<file path="src/modem_control_defines.svh">
// timing and configuration constants for the modem control serial port
`ifndef MODEM_CONTROL_DEFINES_SVH
`define MODEM_CONTROL_DEFINES_SVH
`define CLK_HZ 100000000
`define MAX_BAUD 1000000
`define AUTOBAUD_MAX_BAUD 115200
`define DEFAULT_DIVISOR 16'h0364
`define MIN_DIVISOR (`CLK_HZ / `MAX_BAUD)
`define AUTOBAUD_MIN_DIVISOR (`CLK_HZ / `AUTOBAUD_MAX_BAUD)
`define RING_PULSE_US 1000
`define RING_PULSE_CYCLES ((`RING_PULSE_US * (`CLK_HZ / 1000000)))
`define FIFO_DEPTH 16
`define FIFO_ALMOST_FULL_MARGIN 4
`endif

</file>
<file path="src/modem_control_pkg.sv">
// types for the modem control serial port
package modem_control_pkg;
    typedef struct packed {
        logic voiceCall;
        logic dataCall;
        logic shortMessage;
    } ring_event_s;

    typedef struct packed {
        logic [15:0] divisor;
        logic autoBaud;
        logic ringEnable;
        logic sleepMode;
    } port_config_s;

    typedef enum logic [3:0] {
        RX_IDLE = 4'b0001,
        RX_START = 4'b0010,
        RX_DATA = 4'b0100,
        RX_STOP = 4'b1000
    } rx_state_e;

    typedef enum logic [3:0] {
        TX_IDLE = 4'b0001,
        TX_START = 4'b0010,
        TX_DATA = 4'b0100,
        TX_STOP = 4'b1000
    } tx_state_e;
endpackage

</file>
<file path="src/modem_control_serial_port.sv">
// modem control serial port: uart with full handshake lines and rx fifo
`timescale 1ns/100ps
`default_nettype none
`include "modem_control_defines.svh"

module byte_fifo #(
    parameter int WIDTH = 8,
    parameter int DEPTH = 16,
    parameter int MARGIN = 4
) (
    // clock and reset
    input wire logic clk,
    input wire logic reset_n,
    // fill side
    input wire logic inValid,
    output logic inReady,
    input wire logic [WIDTH-1:0] inData,
    // drain side
    output logic outValid,
    input wire logic outReady,
    output logic [WIDTH-1:0] outData,
    // level
    output logic almostFull
);
    localparam int AW = $clog2(DEPTH);
    logic [WIDTH-1:0] mem [DEPTH];
    logic [WIDTH-1:0] next_mem [DEPTH];
    logic [AW-1:0] wrPtr, next_wrPtr, rdPtr, next_rdPtr;
    logic [AW:0] count, next_count;
    logic push, pop;

    assign inReady = (count != (AW+1)'(DEPTH));
    assign outValid = (count != '0);
    assign outData = mem[rdPtr];
    assign almostFull = (count >= (AW+1)'(DEPTH - MARGIN));
    assign push = inValid && inReady;
    assign pop = outValid && outReady;

    always_comb begin
        next_mem = mem;
        next_wrPtr = wrPtr;
        next_rdPtr = rdPtr;
        next_count = count;
        if (push) begin
            next_mem[wrPtr] = inData;
            next_wrPtr = (wrPtr == AW'(DEPTH-1)) ? '0 : wrPtr + 1'b1;
        end
        if (pop) begin
            next_rdPtr = (rdPtr == AW'(DEPTH-1)) ? '0 : rdPtr + 1'b1;
        end
        if (push && !pop) begin
            next_count = count + 1'b1;
        end else if (pop && !push) begin
            next_count = count - 1'b1;
        end
    end

    always_ff @(posedge clk or negedge reset_n) begin
        if (!reset_n) begin
            for (int i = 0; i < DEPTH; i++) begin
                mem[i] <= '0;
            end
            wrPtr <= '0;
            rdPtr <= '0;
            count <= '0;
        end else begin
            mem <= next_mem;
            wrPtr <= next_wrPtr;
            rdPtr <= next_rdPtr;
            count <= next_count;
        end
    end
endmodule

module modem_control_serial_port
    import modem_control_pkg::*;
#(
    parameter int RING_CYCLES = `RING_PULSE_CYCLES,
    parameter int DEPTH = `FIFO_DEPTH
) (
    // clock and reset
    input wire logic clk,
    input wire logic reset_n,
    // serial pins (levels are active low on the handshake lines)
    input wire logic serial_rx_in,
    output logic serial_tx_out,
    input wire logic host_clear_in,
    output logic module_ready_out,
    input wire logic host_control_in,
    output logic interface_on_out,
    output logic connection_active_out,
    output logic ring_indicate_out,
    // module core side
    input wire logic interfaceOn,
    input wire logic commandReady,
    input wire logic asleep,
    input wire logic connectionActive,
    input wire port_config_s portConfig,
    input wire ring_event_s ringEvent,
    input wire logic txValid,
    output logic txReady,
    input wire logic [7:0] txData,
    output logic rxValid,
    input wire logic rxReady,
    output logic [7:0] rxData,
    output logic framingError,
    output logic hostControl,
    output logic [15:0] activeDivisor
);
    // Functional notes
    // - both ends pace transfers with request and clear flow control
    // - ready output held off until the core can accept a command
    // - ring output pulses on call or message events when enabled
    // - connection output asserted while a packet data session runs
    // - interface-on output driven low while the port is switched on
    // - looped interface-on to set-ready reads as asserted; sleep mode kept
    // - host set-ready line delivered to the core for sleep and mode control
    // - rates up to 1 Mbit/s; auto-baud only up to 115.2 kbit/s
    // - ready output may be asserted while the core sleeps

    // three stage synchronisers, change taken when stages two and three agree
    logic [2:0] rxSync, next_rxSync, ctsSync, next_ctsSync;
    logic [2:0] dsrSync, next_dsrSync;
    logic rxIn, next_rxIn, ctsIn, next_ctsIn, dsrIn, next_dsrIn;

    always_comb begin
        next_rxSync = {rxSync[1:0], serial_rx_in};
        next_ctsSync = {ctsSync[1:0], host_clear_in};
        next_dsrSync = {dsrSync[1:0], host_control_in};
        next_rxIn = (rxSync[1] == rxSync[2]) ? rxSync[2] : rxIn;
        next_ctsIn = (ctsSync[1] == ctsSync[2]) ? ctsSync[2] : ctsIn;
        next_dsrIn = (dsrSync[1] == dsrSync[2]) ? dsrSync[2] : dsrIn;
    end

    always_ff @(posedge clk or negedge reset_n) begin
        if (!reset_n) begin
            rxSync <= 3'h7;
            ctsSync <= 3'h7;
            dsrSync <= 3'h7;
            rxIn <= 1'b1;
            ctsIn <= 1'b1;
            dsrIn <= 1'b1;
        end else begin
            rxSync <= next_rxSync;
            ctsSync <= next_ctsSync;
            dsrSync <= next_dsrSync;
            rxIn <= next_rxIn;
            ctsIn <= next_ctsIn;
            dsrIn <= next_dsrIn;
        end
    end

    // loopback makes the input follow our own low level, so no special case
    assign hostControl = !dsrIn;

    // divisor clamp: auto-baud top rate while auto-baud is on, otherwise the overall top rate
    logic [15:0] next_activeDivisor;
    always_comb begin
        next_activeDivisor = portConfig.divisor;
        if (portConfig.autoBaud &&
            portConfig.divisor < 16'(`AUTOBAUD_MIN_DIVISOR)) begin
            next_activeDivisor = 16'(`AUTOBAUD_MIN_DIVISOR);
        end else if (portConfig.divisor < 16'(`MIN_DIVISOR)) begin
            next_activeDivisor = 16'(`MIN_DIVISOR);
        end
    end

    // receiver
    rx_state_e rxState, next_rxState;
    logic [15:0] rxCnt, next_rxCnt;
    logic [2:0] rxBit, next_rxBit;
    logic [7:0] rxShift, next_rxShift;
    logic rxPush, fifoReady, almostFull, next_framingError;

    always_comb begin
        next_rxState = rxState;
        next_rxCnt = rxCnt - 1'b1;
        next_rxBit = rxBit;
        next_rxShift = rxShift;
        next_framingError = 1'b0;
        rxPush = 1'b0;
        case (rxState)
            RX_IDLE: begin
                next_rxCnt = {1'b0, activeDivisor[15:1]};
                if (!rxIn) begin
                    next_rxState = RX_START;
                end
            end
            RX_START: begin
                if (rxCnt == '0) begin
                    next_rxCnt = activeDivisor;
                    next_rxBit = '0;
                    next_rxState = rxIn ? RX_IDLE : RX_DATA;
                end
            end
            RX_DATA: begin
                if (rxCnt == '0) begin
                    next_rxCnt = activeDivisor;
                    next_rxShift = {rxIn, rxShift[7:1]};
                    next_rxBit = rxBit + 1'b1;
                    if (rxBit == 3'h7) begin
                        next_rxState = RX_STOP;
                    end
                end
            end
            RX_STOP: begin
                if (rxCnt == '0) begin
                    next_rxState = RX_IDLE;
                    // a full fifo drops the byte; host should have stopped
                    rxPush = rxIn;
                    next_framingError = !rxIn;
                end
            end
            default: next_rxState = RX_IDLE;
        endcase
    end

    byte_fifo #(
        .WIDTH(8),
        .DEPTH(DEPTH),
        .MARGIN(`FIFO_ALMOST_FULL_MARGIN)
    ) rxFifo (
        .clk(clk),
        .reset_n(reset_n),
        .inValid(rxPush),
        .inReady(fifoReady),
        .inData(rxShift),
        .outValid(rxValid),
        .outReady(rxReady),
        .outData(rxData),
        .almostFull(almostFull)
    );

    // transmitter, stalls at byte boundaries while host clear is off
    tx_state_e txState, next_txState;
    logic [15:0] txCnt, next_txCnt;
    logic [2:0] txBit, next_txBit;
    logic [7:0] txShift, next_txShift;
    logic next_serialTx;

    assign txReady = (txState == TX_IDLE) && !ctsIn;

    always_comb begin
        next_txState = txState;
        next_txCnt = txCnt - 1'b1;
        next_txBit = txBit;
        next_txShift = txShift;
        next_serialTx = serial_tx_out;
        case (txState)
            TX_IDLE: begin
                next_serialTx = 1'b1;
                next_txCnt = activeDivisor;
                if (txValid && txReady) begin
                    next_txShift = txData;
                    next_serialTx = 1'b0;
                    next_txState = TX_START;
                end
            end
            TX_START: begin
                if (txCnt == '0) begin
                    next_txCnt = activeDivisor;
                    next_txBit = '0;
                    next_serialTx = txShift[0];
                    next_txState = TX_DATA;
                end
            end
            TX_DATA: begin
                if (txCnt == '0) begin
                    next_txCnt = activeDivisor;
                    next_txBit = txBit + 1'b1;
                    next_txShift = {1'b1, txShift[7:1]};
                    next_serialTx = (txBit == 3'h7) ? 1'b1 : txShift[1];
                    if (txBit == 3'h7) begin
                        next_txState = TX_STOP;
                    end
                end
            end
            TX_STOP: begin
                if (txCnt == '0) begin
                    next_txState = TX_IDLE;
                end
            end
            default: next_txState = TX_IDLE;
        endcase
    end

    // modem control outputs, all active low on the pins
    logic [31:0] ringCnt, next_ringCnt;
    logic next_ready, next_ifOn, next_dcd, next_ri;
    always_comb begin
        next_ringCnt = (ringCnt != '0) ? ringCnt - 1'b1 : ringCnt;
        if (portConfig.ringEnable && (|ringEvent)) begin
            next_ringCnt = 32'(RING_CYCLES);
        end
        // ready does not depend on asleep: sleep may keep it asserted
        next_ready = !(commandReady && interfaceOn && !almostFull
                       && fifoReady);
        next_ifOn = !interfaceOn;
        next_dcd = !connectionActive;
        next_ri = !(ringCnt != '0);
    end

    always_ff @(posedge clk or negedge reset_n) begin
        if (!reset_n) begin
            rxState <= RX_IDLE;
            rxCnt <= '0;
            rxBit <= '0;
            rxShift <= '0;
            framingError <= 1'b0;
            txState <= TX_IDLE;
            txCnt <= '0;
            txBit <= '0;
            txShift <= '0;
            serial_tx_out <= 1'b1;
            activeDivisor <= `DEFAULT_DIVISOR;
            ringCnt <= '0;
            module_ready_out <= 1'b1;
            interface_on_out <= 1'b1;
            connection_active_out <= 1'b1;
            ring_indicate_out <= 1'b1;
        end else begin
            rxState <= next_rxState;
            rxCnt <= next_rxCnt;
            rxBit <= next_rxBit;
            rxShift <= next_rxShift;
            framingError <= next_framingError;
            txState <= next_txState;
            txCnt <= next_txCnt;
            txBit <= next_txBit;
            txShift <= next_txShift;
            serial_tx_out <= next_serialTx;
            activeDivisor <= next_activeDivisor;
            ringCnt <= next_ringCnt;
            module_ready_out <= next_ready;
            interface_on_out <= next_ifOn;
            connection_active_out <= next_dcd;
            ring_indicate_out <= next_ri;
        end
    end
endmodule
`default_nettype wire

</file>
<file path="config.mk">
export PLATFORM = sky130hd
export DESIGN_NAME = modem_control_serial_port
export DESIGN_NICKNAME = d
export VERILOG_FILES = /design/src/modem_control_pkg.sv /design/src/modem_control_serial_port.sv
export VERILOG_INCLUDE_DIRS = /design/src
export SDC_FILE = /design/constraint.sdc
export NUM_CORES = 1
export LEC_CHECK = 0
export ABC_AREA = 1
export BUFFER_PORTS_ARGS = -buffer_cell sky130_fd_sc_hd__clkbuf_2
export CAP_MARGIN = 20
export CORE_UTILIZATION = 55
export DETAILED_ROUTE_END_ITERATION = 10
export PLACE_DENSITY = 0.83
export RECOVER_POWER = 25
export SETUP_SLACK_MARGIN = 0.1
export SLEW_MARGIN = 20
export SYNTH_ARGS = -nofsm -noshare
export SYNTH_HDL_FRONTEND = slang
export SYNTH_SLANG_ARGS = --single-unit
</file>
<file path="constraint.sdc">
create_clock -name clk -period 3.8 [get_ports clk]
set_input_delay 0.76 -clock clk [delete_from_list [all_inputs] [get_ports clk]]
set_output_delay 0.76 -clock clk [all_outputs]
set_load 0.005 [all_outputs]
</file>
==> impl_metrics.json <==
{
  "status": "complete, but fails checks",
  "violations": "capacitance limit, slew limit",
  "tightestPinTransition_ps": 2329,
  "drv_cap": 1,
  "max_freq_ghz": 0.2932,
  "cts_buffers": 29,
  "start_util_pct": 56.41,
  "viasPerCell": 5.802,
  "ant_nets": 0,
  "postSynthCellCount": 1825,
  "start_kind": "register",
  "netlist_area_sq_um": 14290,
  "post_cts_buffers": 0,
  "maxSlewViolCount": 91,
  "maxSlewHeadroom_pct": -55.29,
  "setup_viol": 0,
  "place_hpwl_microns": 22970,
  "numPortBuffers": 71,
  "rsz0062_at_grt": "false",
  "die_w_microns": 163.2,
  "dieHeight_microns": 163.2,
  "arrival_ps": 2650,
  "avgSynthCellArea_sq_um": 7.828,
  "synth_edf_count": 0,
  "min_period_over_period_pct": 89.75,
  "leakage_uw": 0.008080,
  "diodes": 0,
  "p_per_area_nw_per_um2": 624.2,
  "ios": 74,
  "ir_drop_mv": 0.5427,
  "vias": 12805,
  "layout-drive-gt1-share_pct": 10.28,
  "final_nets": 1915,
  "ys_ff_latch": 269,
  "finalWirelength_microns": 36270,
  "antenna_found_initial": 0,
  "syn2layout_area_growth_pct": 11.33,
  "grt_pass1_wl_microns": 59280,
  "async_reset_ff_share_pct": 100.0,
  "seq_area_frac_synth_pct": 47.33,
  "cts.sinks": 269,
  "drt_pass1_iterations": 8,
  "total_power_uw": 9928,
  "num-fill-cells": 2100,
  "yosysWarnings": 0,
  "grt_overflow_total": 0,
  "fin_tns_setup_ps": 0,
  "skew_ps": 27.79,
  "cp_max_fo": 34,
  "grt_pass1_vias": 12072,
  "grt_use_total_pct": 27.44,
  "final_common_cell": "nand2_1",
  "wire_per_inst_microns": 16.43,
  "min_path_type": "primary input to register",
  "cts_tree": "yes",
  "synthDistinctLibCells": 44,
  "fin_crit_ps": 3411,
  "drc": 0,
  "finalHoldViolCount": 0,
  "synthFlopType": "dfrtp_1",
  "die-area_sq_um": 26620,
  "grt_max_degree": 146,
  "clockBufferDepth": 3,
  "drt-initial-drc-count": 1541,
  "clkTransAtPathRegs_ps": 60,
  "gp_congestion": 0.9335,
  "insertion_delay_ps": 560,
  "num_rows": 58,
  "syn_nets": 1885,
  "root_buffer": "clkbuf_16",
  "final_cell_mix": "566 x nand2_1, 249 x nor2_1, 243 x dfrtp_1, 158 x nand4_1, 114 x nand3_1",
  "crit_path_end_kind": "output pin",
  "required_ps": 3040,
  "criticalPathCategory": "register to output pin",
  "htreeDepth": 1,
  "core_area_sq_um": 25330
}
area by class of cell:
class	count	area, sq um	share of cell area (%)
sequential	269	6766	42.54
multi-input combinational	1355	6669	41.93
clock buffer	39	833.3	5.239
timing repair buffer	88	546.8	3.438
inverter	112	421.7	2.651
tap	330	412.9	2.596
clock inverter	14	255.2	1.605
cells by family (layout without fill, tap and decap cells):
family | after synthesis | count (layout) | synth area share (%)
xor gates and xnor gates | 26 | 26 | 1.594
AOI/OAI and AO/OA | 149 | 149 | 5.999
adders and majority gates | 22 | 22 | 1.927
DFF | 269 | 269 | 47.33
buffers and inverters | 201 | 253 | 5.991
muxes | 12 | 12 | 0.8408
and+or+nand+nor | 1146 | 1146 | 36.32
final timing paths:
| kind | startpoint | to | slack (ps) | depth (start not counted) |
|---|---|---|---|---|
| setup reg to reg | rxCnt[0] | rxFifo.count[4] | 810 | 15 |
| hold / removal | serial_rx_in | rxSync[0] | 280 | 1 |
| min in group asynchronous | reset_n | rxFifo.mem[62] | 880 | 1 |
| hold reg to reg | dsrSync[0] | dsrSync[1] | 360 | 0 |
| max in group asynchronous | reset_n | ringCnt[24] | 770 | 2 |
| setup / recovery | rxFifo.rdPtr[0] | rxData[3] | 390 | 7 |
worst max-delay path: stages, from the launching register on:
cell	delay [ps]
dfrtp_4	690
clkinv_1	220
buf_4	290
o21ai_0	300
o211ai_1	210
nand3_1	150
nand3_1	100
clkbuf_2	120
layer usage:
metal,track usage [%],vias up,wire length [microns]
met5,0,-,0
met4,10.37,0,1278
met3,3.580,103,2522
met2,44.13,550,16720
met1,37.84,6042,15750
li1,-,6110,-
report_power, final:
part           switching [uW]  internal, uW  total [uW]
clock                    1160          2010        3170
combinational            2010          1080        3100
sequential                416          3250        3660
total                    3590          6340        9930
flip-flops by register name (all words and copies together), names as in the netlist, 3 cells and up:
| name | cells |
|---|---|
| activeDivisor | 16 |
| ctsSync | 3 |
| dsrSync | 3 |
| ringCnt | 32 |
| rxBit | 3 |
| rxCnt | 16 |
| rxFifo.count | 5 |
| rxFifo.mem | 128 |
| rxFifo.rdPtr | 4 |
| rxFifo.wrPtr | 4 |
| rxShift | 8 |
| rxState | 4 |
| rxSync | 3 |
| txBit | 3 |
| txCnt | 16 |
| txShift | 8 |
| txState | 4 |
Yosys cell counts, types with 2 or more instances:
| master | n | share of area (%) |
|---|---|---|
| clkinv_1 | 3 | 0.079 |
| buf_6 | 4 | 0.32 |
| or2_2 | 9 | 0.39 |
| nand2_4 | 2 | 0.16 |
| nand2_1 | 566 | 15 |
| mux2i_1 | 12 | 0.84 |
| nor2_4 | 5 | 0.39 |
| nor3_1 | 13 | 0.46 |
| o22ai_1 | 6 | 0.26 |
| nor2_2 | 5 | 0.22 |
| xnor2_1 | 5 | 0.31 |
| nand3b_1 | 8 | 0.42 |
| nand2_2 | 2 | 0.088 |
| nand4_1 | 158 | 6.9 |
| buf_1 | 8 | 0.21 |
| nor2_1 | 249 | 6.5 |
| dfstp_2 | 24 | 4.4 |
| maj3_1 | 3 | 0.21 |
| dfrtp_1 | 245 | 43 |
| o32ai_1 | 5 | 0.31 |
| nor3b_1 | 2 | 0.11 |
| xor2_1 | 21 | 1.3 |
| nand3_1 | 114 | 4.0 |
| ha_1 | 18 | 1.6 |
| o211ai_1 | 15 | 0.79 |
| buf_2 | 8 | 0.28 |
| o21bai_1 | 9 | 0.47 |
| nand4_4 | 10 | 1.5 |
| o21ai_0 | 103 | 3.6 |
| a21oi_1 | 6 | 0.21 |
| inv_1 | 106 | 2.8 |
| buf_4 | 16 | 0.84 |
| inv_2 | 2 | 0.053 |
| clkbuf_1 | 53 | 1.4 |
per-stage QoR:
| step | utilization, % | instance area [sq um] | setup WS [ps] | hold slack, ps | instances |
|---|---|---|---|---|---|
| floorplan | - | 14290 | 1161 | 345.2 | 1825 |
| global placement | 58.63 | 14850 | 896.3 | 345.3 | 2154 |
| detailed placement | 58.63 | 14850 | 854.8 | 347.9 | 2154 |
| CTS | 62.92 | 15940 | 219.6 | 248.3 | 2207 |
| global route | 62.80 | 15910 | 195.7 | 276.8 | 2207 |
| finish | 62.80 | 15910 | 389.3 | 283.8 | 2207 |
timing repair:
action	CTS	global route
hold endpoints to repair	0	0
setup endpoints to repair	0	2
resized for setup	0	1
hold buffers	0	0
Power figures use the tool's default switching activity.
